$ cat config.mk
export PLATFORM = sky130hd
export DESIGN_NAME = dual_rail_power_sequencer
export DESIGN_NICKNAME = d
export VERILOG_FILES = /design/src/dual_rail_power_sequencer.v /design/src/i2c_reg_port.v
export VERILOG_INCLUDE_DIRS = /design/src
export SDC_FILE = /design/constraint.sdc
export NUM_CORES = 1
export LEC_CHECK = 0
export BUFFER_PORTS_ARGS = -buffer_cell sky130_fd_sc_hd__buf_2
export CAP_MARGIN = 10
export CELL_PAD_IN_SITES_DETAIL_PLACEMENT = 1
export CELL_PAD_IN_SITES_GLOBAL_PLACEMENT = 1
export CORE_MARGIN = 2
export CORE_UTILIZATION = 45
export DETAILED_ROUTE_END_ITERATION = 10
export PLACE_DENSITY_LB_ADDON = 0.1
export SLEW_MARGIN = 20
export SYNTH_ARGS = -nofsm -noshare
export SYNTH_HDL_FRONTEND = slang
export SYNTH_SLANG_ARGS = --single-unit
$ cat constraint.sdc
create_clock -name clk_i -period 2.7 [get_ports clk_i]
set_input_delay 0 -clock clk_i [delete_from_list [all_inputs] [get_ports clk_i]]
set_output_delay 0 -clock clk_i [all_outputs]
set_load 0.01 [all_outputs]
$ cat src/dual_rail_power_sequencer_map.vh
`ifndef DUAL_RAIL_POWER_SEQUENCER_MAP_VH
`define DUAL_RAIL_POWER_SEQUENCER_MAP_VH

// clock
`define CLK_PERIOD_NS 20

// register offsets (8-bit register pointer)
`define POS_SETPOINT_ADDR 8'h00
`define NEG_SETPOINT_ADDR 8'h01
`define APP_CONTROL_ADDR 8'h03
`define LIMIT_CONTROL_ADDR 8'h04
`define WRITE_GUARD_ADDR 8'h21

// reset values
`define SETPOINT_RESET 5'h0E
`define APP_CONTROL_RESET 8'h03
`define LIMIT_CONTROL_RESET 8'h01
`define WRITE_GUARD_RESET 8'h00
`define WRITE_GUARD_UNLOCK 8'h5A

// app_control_reg fields
`define APP_NEG_DISCHARGE_BIT 0
`define APP_POS_DISCHARGE_BIT 1
`define APP_POS_ENABLE_BIT 3
`define APP_NEG_ENABLE_BIT 4
`define APP_SOFT_RESET_BIT 5
`define APP_CURRENT_MODE_BIT 6
`define APP_WRITABLE_MASK 8'h7B
`define APP_ENABLE_MASK 8'h18

// limit_control_reg fields
`define LIMIT_POS_SELECT_BIT 4
`define LIMIT_WRITABLE_MASK 8'h13

// setpoint coding: 4.0V plus 100mV per step
`define SETPOINT_MAX_CODE 5'd20
`define BOOST_MARGIN_80MA 6'd2
`define BOOST_MARGIN_150MA 6'd4

// boost operating modes
`define BOOST_MODE_OFF 2'd0
`define BOOST_MODE_FIXED_ON 2'd1
`define BOOST_MODE_VALLEY 2'd2
`define BOOST_MODE_NORMAL 2'd3

// timing
`define PG_DELAY_NS 60000
`define PG_DELAY_CYC ((`PG_DELAY_NS + `CLK_PERIOD_NS - 1) / `CLK_PERIOD_NS)
`define POS_RAMP_NS 500000
`define POS_RAMP_CYC ((`POS_RAMP_NS + `CLK_PERIOD_NS - 1) / `CLK_PERIOD_NS)
`define OVERLOAD_NS 32000000
`define OVERLOAD_CYC ((`OVERLOAD_NS + `CLK_PERIOD_NS - 1) / `CLK_PERIOD_NS)

// i2c
`define I2C_DEV_ADDR 7'h3E

`endif

$ cat src/dual_rail_power_sequencer.v
// Contract
// - boost starts first, then requested rail
// - boost off when both enables low or lockout
// - soft start fixed on-time below 1.2V, else valley
// - wait 60us after power-good before rails
// - positive regulator ramps over 500us
// - charge pump current limit follows mode bit
// - bits 4/3 enable negative/positive, reset off
// - write guard protects rail-enable bits
// - register enables also start the boost
// - each enable low stops only its own rail
// - discharge selected rail during power-down
// - setpoints 4V to 6V, 100mV steps, 5.4V default
// - boost target is larger setpoint plus margin
// - skip switching at zero current until below regulation; code skips only while boost_rail_low_i is high
// - lockout below 2.2V until input reaches 2.4V
// - registers survive lockout, reset only at power-on
// - stop switching on overvoltage until it clears
// - short below 1.2V gives discontinuous boost operation
// - limit register bit 4 selects regulator limit
// - zero selects 370mA, one selects 270mA
// - positive overload held 32ms shuts device down
// - negative current limit follows current mode
// - mode bit zero is 80mA and default
// - thermal shutdown, restart through full soft start
`timescale 1ns/100ps
`default_nettype none
`include "dual_rail_power_sequencer_map.vh"

module dual_rail_power_sequencer #(
   parameter [7:0] GUARD_UNLOCK = `WRITE_GUARD_UNLOCK,
   parameter integer POS_RAMP_CYC = `POS_RAMP_CYC,
   parameter integer OVERLOAD_CYC = `OVERLOAD_CYC
) (
   // clock and power-on reset
   input wire clk_i,
   input wire reset_n_i,
   // enable pins
   input wire pos_rail_enable_i,
   input wire neg_rail_enable_i,
   // serial register port
   input wire scl_i,
   input wire sda_i,
   output wire sda_o,
   output wire sda_oe_o,
   // analog comparators
   input wire uvlo_i,
   input wire boost_pg_i,
   input wire boost_rail_low_i,
   input wire boost_ovp_i,
   input wire zero_current_i,
   input wire below_regulation_i,
   input wire pos_overload_i,
   input wire thermal_i,
   // boost stage
   output reg boost_en_o,
   output reg [1:0] boost_mode_o,
   output reg boost_switch_o,
   output reg [5:0] boost_target_o,
   // positive regulator
   output reg pos_ldo_en_o,
   output reg pos_ramp_active_o,
   output reg pos_limit_sel_o,
   output reg pos_discharge_o,
   output reg [4:0] pos_setpoint_o,
   // negative charge pump
   output reg neg_cp_en_o,
   output reg neg_current_mode_o,
   output reg neg_discharge_o,
   output reg [4:0] neg_setpoint_o,
   // status
   output reg overload_shutdown_o
);
   localparam ST_OFF = 2'd0;
   localparam ST_SOFT = 2'd1;
   localparam ST_PG_WAIT = 2'd2;
   localparam ST_RUN = 2'd3;
   localparam integer PG_DELAY_INT = `PG_DELAY_CYC;
   localparam [11:0] PG_DELAY = PG_DELAY_INT[11:0];

   function [4:0] clamp_code;
      input [4:0] code;
      begin
         clamp_code = (code > `SETPOINT_MAX_CODE) ? `SETPOINT_MAX_CODE : code;
      end
   endfunction

   reg [4:0] pos_set_r;
   reg [4:0] neg_set_r;
   reg [7:0] app_r;
   reg [7:0] limit_r;
   reg [7:0] guard_r;
   reg [1:0] state_r;
   reg [11:0] pg_cnt_r;
   reg [31:0] ramp_cnt_r;
   reg [31:0] ovl_cnt_r;
   reg skip_r;
   reg [7:0] rdata;

   wire [7:0] bus_addr;
   wire [7:0] bus_wdata;
   wire bus_wr;

   i2c_reg_port u_port (
      .clk_i(clk_i),
      .reset_n_i(reset_n_i),
      .scl_i(scl_i),
      .sda_i(sda_i),
      .sda_o(sda_o),
      .sda_oe_o(sda_oe_o),
      .addr_o(bus_addr),
      .wdata_o(bus_wdata),
      .wr_stb_o(bus_wr),
      .rdata_i(rdata)
   );

   // registers see only power-on reset; lockout never clears them
   always @(posedge clk_i) begin
      if (!reset_n_i) begin
         pos_set_r <= `SETPOINT_RESET;
         neg_set_r <= `SETPOINT_RESET;
         app_r <= `APP_CONTROL_RESET;
         limit_r <= `LIMIT_CONTROL_RESET;
         guard_r <= `WRITE_GUARD_RESET;
      end else if (bus_wr) begin
         case (bus_addr)
            `POS_SETPOINT_ADDR: pos_set_r <= clamp_code(bus_wdata[4:0]);
            `NEG_SETPOINT_ADDR: neg_set_r <= clamp_code(bus_wdata[4:0]);
            `APP_CONTROL_ADDR: begin
               // enable bits only move while the guard holds the unlock value
               if (guard_r == GUARD_UNLOCK)
                  app_r <= bus_wdata & `APP_WRITABLE_MASK;
               else
                  app_r <= (bus_wdata & `APP_WRITABLE_MASK & ~`APP_ENABLE_MASK)
                     | (app_r & `APP_ENABLE_MASK);
            end
            `LIMIT_CONTROL_ADDR: limit_r <= bus_wdata & `LIMIT_WRITABLE_MASK;
            `WRITE_GUARD_ADDR: guard_r <= bus_wdata;
            default: ;
         endcase
      end
   end

   always @* begin
      case (bus_addr)
         `POS_SETPOINT_ADDR: rdata = {3'b000, pos_set_r};
         `NEG_SETPOINT_ADDR: rdata = {3'b000, neg_set_r};
         `APP_CONTROL_ADDR: rdata = app_r;
         `LIMIT_CONTROL_ADDR: rdata = limit_r;
         `WRITE_GUARD_ADDR: rdata = guard_r;
         default: rdata = 8'h00;
      endcase
   end

   // pin and register enables combine
   wire pos_req = pos_rail_enable_i | app_r[`APP_POS_ENABLE_BIT];
   wire neg_req = neg_rail_enable_i | app_r[`APP_NEG_ENABLE_BIT];
   wire any_req = pos_req | neg_req;
   // lockout hysteresis lives in the comparator; uvlo_i is its output
   wire shutdown = uvlo_i | thermal_i | overload_shutdown_o;
   wire mode_150 = app_r[`APP_CURRENT_MODE_BIT];

   wire [4:0] max_set = (pos_set_r > neg_set_r) ? pos_set_r : neg_set_r;
   wire [5:0] margin = mode_150 ? `BOOST_MARGIN_150MA : `BOOST_MARGIN_80MA;

   reg [1:0] state_nxt;
   always @* begin
      state_nxt = state_r;
      case (state_r)
         ST_OFF: begin
            if (any_req && !shutdown)
               state_nxt = ST_SOFT;
         end
         ST_SOFT: begin
            if (boost_pg_i)
               state_nxt = ST_PG_WAIT;
         end
         ST_PG_WAIT: begin
            if (pg_cnt_r == PG_DELAY - 12'd1)
               state_nxt = ST_RUN;
         end
         ST_RUN: state_nxt = ST_RUN;
         default: state_nxt = ST_OFF;
      endcase
      // thermal recovery re-enters through full soft start
      if (!any_req || shutdown)
         state_nxt = ST_OFF;
   end

   wire run_nxt = (state_nxt == ST_RUN) && boost_pg_i;
   wire ldo_nxt = run_nxt && pos_req;
   wire cp_nxt = run_nxt && neg_req;
   wire boost_nxt = state_nxt != ST_OFF;
   // fixed on-time and runt-rail modes are both discontinuous
   wire dcm_nxt = boost_nxt && boost_rail_low_i;

   reg [1:0] mode_nxt;
   always @* begin
      case (state_nxt)
         ST_OFF: mode_nxt = `BOOST_MODE_OFF;
         ST_SOFT: mode_nxt = boost_rail_low_i ? `BOOST_MODE_FIXED_ON
            : `BOOST_MODE_VALLEY;
         default: mode_nxt = boost_rail_low_i ? `BOOST_MODE_FIXED_ON
            : `BOOST_MODE_NORMAL;
      endcase
   end

   always @(posedge clk_i) begin
      if (!reset_n_i) begin
         state_r <= ST_OFF;
         pg_cnt_r <= 12'd0;
      end else begin
         state_r <= state_nxt;
         pg_cnt_r <= (state_nxt == ST_PG_WAIT && state_r == ST_PG_WAIT)
            ? pg_cnt_r + 12'd1 : 12'd0;
      end
   end

   // zero current ends a cycle; a sagging rail restarts switching
   always @(posedge clk_i) begin
      if (!reset_n_i) begin
         skip_r <= 1'b0;
      end else if (!dcm_nxt || below_regulation_i) begin
         skip_r <= 1'b0;
      end else if (zero_current_i) begin
         skip_r <= 1'b1;
      end
   end

   // ramp restarts whenever the regulator is switched on
   always @(posedge clk_i) begin
      if (!reset_n_i || !ldo_nxt) begin
         ramp_cnt_r <= 32'd0;
      end else if (ramp_cnt_r != POS_RAMP_CYC) begin
         ramp_cnt_r <= ramp_cnt_r + 32'd1;
      end
   end

   // overload shutdown holds until both enables drop; a fresh trip wins
   always @(posedge clk_i) begin
      if (!reset_n_i) begin
         ovl_cnt_r <= 32'd0;
         overload_shutdown_o <= 1'b0;
      end else begin
         if (pos_ldo_en_o && pos_overload_i) begin
            if (ovl_cnt_r != OVERLOAD_CYC)
               ovl_cnt_r <= ovl_cnt_r + 32'd1;
         end else begin
            ovl_cnt_r <= 32'd0;
         end
         if (ovl_cnt_r == OVERLOAD_CYC - 1)
            overload_shutdown_o <= 1'b1;
         else if (!any_req)
            overload_shutdown_o <= 1'b0;
      end
   end

   // registered copies keep the power-stage controls glitch free
   always @(posedge clk_i) begin
      if (!reset_n_i) begin
         pos_limit_sel_o <= 1'b0;
         neg_current_mode_o <= 1'b0;
         pos_setpoint_o <= `SETPOINT_RESET;
         neg_setpoint_o <= `SETPOINT_RESET;
      end else begin
         pos_limit_sel_o <= limit_r[`LIMIT_POS_SELECT_BIT];
         neg_current_mode_o <= mode_150;
         pos_setpoint_o <= pos_set_r;
         neg_setpoint_o <= neg_set_r;
      end
   end

   always @(posedge clk_i) begin
      if (!reset_n_i) begin
         boost_en_o <= 1'b0;
         boost_mode_o <= `BOOST_MODE_OFF;
         boost_switch_o <= 1'b0;
         boost_target_o <= 6'd0;
      end else begin
         boost_en_o <= boost_nxt;
         boost_mode_o <= mode_nxt;
         boost_switch_o <= boost_nxt && !boost_ovp_i
            && !(skip_r && dcm_nxt);
         boost_target_o <= {1'b0, max_set} + margin;
      end
   end

   always @(posedge clk_i) begin
      if (!reset_n_i) begin
         pos_ldo_en_o <= 1'b0;
         pos_ramp_active_o <= 1'b0;
         pos_discharge_o <= 1'b0;
         neg_cp_en_o <= 1'b0;
         neg_discharge_o <= 1'b0;
      end else begin
         pos_ldo_en_o <= ldo_nxt;
         neg_cp_en_o <= cp_nxt;
         pos_ramp_active_o <= ldo_nxt && ramp_cnt_r != POS_RAMP_CYC;
         // discharge only on power-down by enable low or lockout
         pos_discharge_o <= app_r[`APP_POS_DISCHARGE_BIT] && !ldo_nxt
            && (!pos_req || uvlo_i);
         neg_discharge_o <= app_r[`APP_NEG_DISCHARGE_BIT] && !cp_nxt
            && (!neg_req || uvlo_i);
      end
   end
endmodule

`default_nettype wire

$ cat src/i2c_reg_port.v
`timescale 1ns/100ps
`default_nettype none
`include "dual_rail_power_sequencer_map.vh"

module i2c_reg_port (
   // clock and power-on reset
   input wire clk_i,
   input wire reset_n_i,
   // serial pins
   input wire scl_i,
   input wire sda_i,
   output reg sda_o,
   output reg sda_oe_o,
   // register side
   output reg [7:0] addr_o,
   output reg [7:0] wdata_o,
   output reg wr_stb_o,
   input wire [7:0] rdata_i
);
   localparam ST_IDLE = 3'd0;
   localparam ST_DEV = 3'd1;
   localparam ST_PTR = 3'd2;
   localparam ST_WR = 3'd3;
   localparam ST_RD = 3'd4;

   reg [2:0] state_r;
   reg scl_q_r;
   reg sda_q_r;
   reg [3:0] bit_cnt_r;
   reg [7:0] shift_r;
   reg ack_r;
   reg read_r;
   reg nack_r;

   wire scl_rise = scl_i & ~scl_q_r;
   wire scl_fall = ~scl_i & scl_q_r;
   wire start_cond = scl_i & scl_q_r & sda_q_r & ~sda_i;
   wire stop_cond = scl_i & scl_q_r & ~sda_q_r & sda_i;

   always @(posedge clk_i) begin
      if (!reset_n_i) begin
         state_r <= ST_IDLE;
         scl_q_r <= 1'b1;
         sda_q_r <= 1'b1;
         bit_cnt_r <= 4'd0;
         shift_r <= 8'h00;
         ack_r <= 1'b0;
         read_r <= 1'b0;
         nack_r <= 1'b0;
         sda_o <= 1'b0;
         sda_oe_o <= 1'b0;
         addr_o <= 8'h00;
         wdata_o <= 8'h00;
         wr_stb_o <= 1'b0;
      end else begin
         scl_q_r <= scl_i;
         sda_q_r <= sda_i;
         wr_stb_o <= 1'b0;
         // pointer advances the cycle after the write is taken
         if (wr_stb_o)
            addr_o <= addr_o + 8'd1;
         if (start_cond) begin
            state_r <= ST_DEV;
            bit_cnt_r <= 4'd0;
            ack_r <= 1'b0;
            sda_oe_o <= 1'b0;
         end else if (stop_cond) begin
            state_r <= ST_IDLE;
            sda_oe_o <= 1'b0;
         end else if (state_r != ST_IDLE && scl_rise) begin
            if (state_r == ST_RD && ack_r) begin
               nack_r <= sda_i;
               if (!sda_i)
                  addr_o <= addr_o + 8'd1;
            end else if (state_r != ST_RD && !ack_r) begin
               shift_r <= {shift_r[6:0], sda_i};
               bit_cnt_r <= bit_cnt_r + 4'd1;
            end
         end else if (state_r != ST_IDLE && scl_fall) begin
            case (state_r)
               ST_RD: begin
                  if (ack_r) begin
                     ack_r <= 1'b0;
                     if (nack_r) begin
                        state_r <= ST_IDLE;
                     end else begin
                        shift_r <= rdata_i;
                        sda_oe_o <= ~rdata_i[7];
                        bit_cnt_r <= 4'd1;
                     end
                  end else if (bit_cnt_r == 4'd8) begin
                     sda_oe_o <= 1'b0;
                     ack_r <= 1'b1;
                  end else begin
                     sda_oe_o <= ~shift_r[3'd7 - bit_cnt_r[2:0]];
                     bit_cnt_r <= bit_cnt_r + 4'd1;
                  end
               end
               default: begin
                  if (ack_r) begin
                     ack_r <= 1'b0;
                     bit_cnt_r <= 4'd0;
                     if (state_r == ST_DEV && read_r) begin
                        state_r <= ST_RD;
                        shift_r <= rdata_i;
                        sda_oe_o <= ~rdata_i[7];
                        bit_cnt_r <= 4'd1;
                     end else begin
                        sda_oe_o <= 1'b0;
                        state_r <= (state_r == ST_DEV) ? ST_PTR : ST_WR;
                     end
                  end else if (bit_cnt_r == 4'd8) begin
                     if (state_r == ST_DEV && shift_r[7:1] != `I2C_DEV_ADDR) begin
                        state_r <= ST_IDLE;
                     end else begin
                        ack_r <= 1'b1;
                        sda_oe_o <= 1'b1;
                        if (state_r == ST_DEV)
                           read_r <= shift_r[0];
                        else if (state_r == ST_PTR)
                           addr_o <= shift_r;
                        else begin
                           wdata_o <= shift_r;
                           wr_stb_o <= 1'b1;
                        end
                     end
                  end
               end
            endcase
         end
      end
   end
endmodule

`default_nettype wire

==> results.yml, run 1 <==
floorplanning:
  dieHeight_um: 140
  die-width_um: 140
  dieArea_um2: 19600
  initial_core_util_pct: 46.1
  core-area_um2: 18100
  rows: 49
  ioPinCount: 44
routing:
  routed_wirelength_um: 22000
  drc: 1
  antenna_left: 0
  drt-initial-drc-count: 366
  wl_met1_um: 10300
  routed-wl-met3_um: 542
  dr_wl_met2_um: 10900
  drt_first_pass_iters: 8
  wl_per_cell_um: 17.3
  via_count: 7207
  vias_per_cell: 5.68
  highest_layer: "met4"
logic_synthesis:
  synth_ff_type: "dfxtp_1"
  async_flop_share_pct: 0
  synth_top_area_share_pct: 41.3
  synth.top_cells.by_area: "dfxtp_1, nor2_1, mux2i_1, xor2_1, nand2_1"
  ys_ff_latch: 172
  ys_warn_count: 0
  synth.distinct_cells: 72
  synth_edf_count: 0
  synth_nets: 998
  yosysSeqAreaShare_pct: 41.3
  syn_avg_cell_area_um2: 8.62
  synthCells: 966
  yosysMostFrequentCell: "dfxtp_1"
  synth_commonest_cells: "dfxtp_1, nor2_1, nand2_1"
  synth_top_area_cell: "dfxtp_1"
  synth_area_um2: 8330
layout:
  drive_gt1_share_pct: 12.2
  fin_util_pct: 53.2
  areaGrowthSynthToFinish_pct: 15.4
  n_antenna_cell: 0
  nets: 1058
sta:
  finalMaxSlewViolations: 0
  clock.fmax_mhz: 390
  setup_viol: 0
  worst_pin_slew_ns: 0.863
  setup_ws_ns: 0.134
  hold_violations: 0
  relSlewSlack_pct: 42.4
  timing.final.crit_period_ns: 2.57
  rsz0062_at_grt: "yes"
  final.setup_skew_ns: 0.00996
  post-route-period-util_pct: 95.1
place:
  hpwl_um: 15200
  pre_cts_slack_ns: -0.0116
  routabilityCongestion: 0.805
  io_buffers: 42
setup_path:
  endpoint_kind: "register"
  path_cells: "inv_1 -> ha_1 -> nor2b_2 -> o211ai_1 -> a21oi_2 -> buf_4 -> a21o_1 -> ha_1 -> a21o_1 -> nand2_1 -> xnor2_1 -> nor2_1 -> a211oi_1"
  crit_arrival_ns: 2.90
  crit_slowest_cell: "dfxtp_2"
  worstPathMaxFanout: 6
  crit_path_start_kind: "register"
  crit_type: "reg2reg"
  required_ns: 3.03
  cp_num_buf_inv: 2
  crit_family: "compound AO/OA/AOI/OAI gates"
  max_stage_delay_ns: 0.35
status:
  outcome: "finished, violations left"
  violations: "design-rule violations"
clock_tree:
  clk_latency_ns: 0.43
  cts_tree: "done"
  cts_sinks: 172
  root_buffer: "clkbuf_16"
  clkTransAtPathRegs_ns: 0.07
  clk_path_buf_depth: 2
  cts-htree-levels: 4
  cts_buffers: 17
global_routing:
  grt_first_pass_wirelength_um: 36500
  grt_pass1_vias: 7162
  grt_max_degree: 46
  grt_use_total_pct: 22.8
  antenna_found_initial: 0
  gr-total-overflow: 0
job:
  cap_violations: 0
power_and_ir_drop:
  powerDensity_nw_per_um2: 558
  clkPwrFrac_pct: 48.5
  swShare_pct: 23.1
  share_comb_of_total_power_pct: 3.7
  power_uw: 5360
  pwr-share-seq_pct: 47.8
  p_switching_uw: 1240
  power.leakage_uw: 0.00367
  peakVddDrop_v: 0.000462
  intPower_uw: 4130
min_path:
  min_path_type: "in2reg"
logic make-up after synthesis:
kind of cell | synth area share (%)
xor gates and xnor gates | 7.46
muxes | 5.23
adders and majority gates | 2.79
other | 0.0450
buffers and inverters | 3.98
DFF | 41.3
AOI/OAI and AO/OA | 11.8
and+or+nand+nor | 27.4
cell usage in the layout (no fill, tap or decap), drive strengths merged, types with 8 or more instances in the layout:
cell and count:
o211ai 16, inv 38, ha 17, or4 11, nand4 37, a21oi 40, nand2b 13, xnor2 28
xor2 43, buf 69, nor3 19, o21ai 30, o22ai 8, clkbuf 18, dfxtp 172, or3 9
dlygate4sd3 16, nor4 17, nand2 90, nor2 126, and2 8, and3 17, mux2i 39, nand3 51
per-layer routing:
| layer | track usage, % | up-vias |
|---|---|---|
| met3 | 3.56 | 19 |
| li1 | - | 3559 |
| met1 | 29.4 | 3527 |
| met4 | 5.85 | 0 |
| met5 | 0 | - |
| met2 | 40.0 | 102 |
path summary, 6_finish.rpt:
check	startpoint	endpoint	slack, ns	cells past startpoint
worst max-delay path	neg_set_r[1]	boost_target_o[4]	0.13	13
worst max register to register	neg_set_r[1]	boost_target_o[4]	0.13	13
worst min-delay path	pos_overload_i	ovl_cnt_r[30]	0.10	4
worst min register to register	pg_cnt_r[0]	pg_cnt_r[0]	0.45	1
cell type report:
cell class                 count  area, um2
fill                        2151       8470
multi-input combinational    718       4570
sequential                   172       3440
timing repair buffer          85        573
clock buffer                  18        439
tap                          229        287
clock inverter                14        180
inverter                      32        120
tightest hold or removal path, delay by kind of cell:
family / cells / cell delay [ns]
and+or+nand+nor: 2 / 0.28
buffers and inverters: 1 / 0.11
AOI/OAI and AO/OA: 1 / 0.10
registers in the layout, summed over array words and instances, names as in the netlist, 2 cells and up:
signal and cells:
app_r 6, neg_set_r 5, pos_set_r 5, u_port.bit_cnt_r 4
state_r 2, pg_cnt_r 12, ovl_cnt_r 32, u_port.wdata_o 8
limit_r 3, neg_setpoint_o 5, u_port.state_r 3, boost_mode_o 2
ramp_cnt_r 32, boost_target_o 6, u_port.shift_r 8, u_port.addr_o 8
pos_setpoint_o 5, guard_r 8
stage by stage:
step                cells  hold slack [ns]  TNS [ns]  area, um2
detailed placement   1217            0.170   -0.0116       8800
global route         1268            0.113   -0.0162       9610
finish               1268            0.100         0       9610
global placement     1217            0.167         0       8800
floorplan             966           0.0724         0       8330
CTS                  1265           0.0848         0       9580
power by group through the flow:
stage	Clock (uW)	Sequential (uW)	Combinational [uW]
after floorplan	0	2620	123
after global placement	0	2620	178
after detailed placement	0	2620	179
after CTS	2670	2560	196
after global routing	2770	2560	219
final	2600	2560	196
repair_timing:
action / in CTS / in global routing
pin swaps: 0 / 3
hold buffers: 16 / 0
endpoints found under the setup margin: 3 / 3
endpoints found under the hold margin: 13 / 0
setup buffers: 0 / 3
resized for setup: 1 / 5
Power figures use the tool's default switching activity.
==> run 2: changes to the inputs <==
Settings changed: RECOVER_POWER set to 100, SYNTH_HIERARCHICAL set to 1.
==> results.yml, run 2 <==
status:
  outcome: "complete, no violations"
min_path:
  min_path_type: "in2reg"
  holdPathStages: 4
  min-delay-start: "thermal_i"
  hold_path_end: "boost_mode_o[1]"
setup_path:
  crit_path_start_kind: "register"
  r2r_end: "boost_target_o[3]"
  regToRegSetupSlack_ns: 0.1
  crit_start: "neg_set_r[2]"
  endpoint_kind: "register"
  timing.rr.start: "neg_set_r[2]"
  worstPathMaxFanout: 6
  crit_type: "reg2reg"
  crit_arrival_ns: 2.97
  required_ns: 3.07
  reg2reg_depth: 12
layout:
  drive_gt1_share_pct: 9.24
  n_antenna_cell: 0
  nets: 1024
  mostFrequentLayoutCells: "dfxtp_1, nor2_1, nand2_1"
  fin_util_pct: 52.7
  areaGrowthSynthToFinish_pct: 14.1
  top_regs: "ovl_cnt_r (32), ramp_cnt_r (32), pg_cnt_r (12)"
  final_common_cell: "dfxtp_1"
routing:
  drc: 0
  antenna_left: 0
  via_count: 6939
  vias_per_cell: 5.61
  wl_per_cell_um: 17.4
  drt_first_pass_iters: 4
  routed_wirelength_um: 21500
  drt-initial-drc-count: 295
floorplanning:
  core-area_um2: 18000
  ioPinCount: 44
  dieHeight_um: 140
  dieArea_um2: 19600
  rows: 49
  die-width_um: 140
  initial_core_util_pct: 46.1
logic_synthesis:
  synth_ff_type: "dfxtp_1"
  synth_edf_count: 0
  synth_top_area_cell: "dfxtp_1"
  synth.top_cells.by_area: "dfxtp_1, mux2i_1, xor2_1, nor2_1, nand2_1"
  synthCells: 934
  syn_avg_cell_area_um2: 8.91
  async_flop_share_pct: 0
  yosysMostFrequentCell: "dfxtp_1"
  synth_top_area_share_pct: 41.4
  synth_area_um2: 8320
  synth_nets: 964
  ys_warn_count: 6
  synth.distinct_cells: 73
  ys_ff_latch: 172
  yosysSeqAreaShare_pct: 41.4
  synth_commonest_cells: "dfxtp_1, nor2_1, nand2_1"
sta:
  final.setup_skew_ns: 0.0114
  finalMaxSlewViolations: 0
  hold_violations: 0
  fin_setup_tns_ns: 0
  timing.final.crit_period_ns: 2.60
  post-route-period-util_pct: 96.3
  worst_pin_slew_ns: 0.919
  relSlewSlack_pct: 38.7
  clock.fmax_mhz: 384
  setup_viol: 0
global_routing:
  grt_first_pass_wirelength_um: 36100
  grt_pass1_vias: 7348
  grt_use_total_pct: 22.3
  gr-total-overflow: 0
  antenna_found_initial: 0
  grt_max_degree: 35
clock_tree:
  cts-htree-levels: 4
  cts_buffers: 17
  clkTransAtPathRegs_ns: 0.07
  root_buffer: "clkbuf_16"
  cts_sinks: 172
  cts_tree: "done"
  clk_path_buf_depth: 2
  clk_latency_ns: 0.43
power_and_ir_drop:
  powerDensity_nw_per_um2: 539
  power.leakage_uw: 0.00345
  peakVddDrop_v: 0.000421
place:
  routabilityCongestion: 0.810
  io_buffers: 42
  hpwl_um: 15200
job:
  cap_violations: 0
-- run 2: cell count changes after synthesis, sizes merged, moves of 8 or more --
cell,delta
nor2b,+22
a22oi,+8
nand4,-9
a21oi,-14
o22ai,-8
and4,+8
or4,-8
nor2,-20
o211ai,-10
buf,-10
a21boi,+11
mux2i,+8
-- run 2: how the worst max path moves through the flow --
stage,to,slack (ns),cells after the start
floorplan,boost_target_o[4],0.002,12
global placement,boost_target_o[4],0.14,10
detailed placement,boost_target_o[4],0.008,11
CTS,boost_target_o[4],0.004,10
global route,boost_target_o[3],-0.08,12
finish,boost_target_o[3],0.1,12
-- run 2: cell type report --
type / count / area [um2]
fillers: 2116 / 8530
multi-input cells: 694 / 4570
flip-flops and latches: 172 / 3440
repair buffers: 81 / 493
clock buffers: 17 / 425
well taps: 229 / 287
clock inverters: 15 / 170
inverters: 28 / 105
-- run 2: where the power goes --
group / total, uW / switching [uW] / internal (uW)
combinational: 120 / 70.2 / 50.1
clock: 2440 / 1190 / 1250
sequential: 2550 / 9.23 / 2540
total: 5120 / 1270 / 3840
-- run 2: timing repair --
action	in CTS	in global routing
setup buffers	0	2
setup endpoints to repair	0	3
hold endpoints to repair	19	0
hold buffers	13	0
resized for setup	0	7
-- run 2: layer usage --
metal  vias up  share of wire [%]  GRT usage [%]
met3        17                2.5           3.86
met2        78                 50           39.6
met1      3438                 46           28.1
li1       3406                  -              -
met5         -                  0              0
met4         0               0.87           5.53
-- run 2: kinds of logic after synthesis --
family	count (synthesis)	synth area share, %
multiplexers	51	6.33
flip-flops	172	41.4
buffers and inverters	68	3.75
adder cells (fa/ha/maj)	16	2.50
XOR/XNOR	79	8.32
AO/OA/AOI/OAI	119	10.1
other	1	0.0451
AND/OR/NAND/NOR	428	27.6
-- run 2: worst max-delay path, cell delays in order, from the launching register on --
cell and delay (ns):
dfxtp_2 0.34, inv_1 0.07, ha_1 0.31, o21ai_1 0.16
a21oi_1 0.05, o31a_1 0.36, nand2_1 0.13, o21ai_1 0.09
ha_2 0.21, fa_2 0.41, nand3b_1 0.18, a21o_1 0.17
nand3_1 0.06
-- run 2: through the flow --
stage                     power, uW  hold slack (ns)  instances  area (um2)  worst slack, ns
after floorplan                2680           0.0724        934        8320          0.00228
after global placement         2720            0.164       1189        8800            0.143
after detailed placement       2720            0.175       1189        8800          0.00761
after CTS                      5190           0.0502       1234        9530          0.00367
after global routing           5290            0.101       1236        9490          -0.0808
final                          5120           0.0708       1236        9490           0.0986
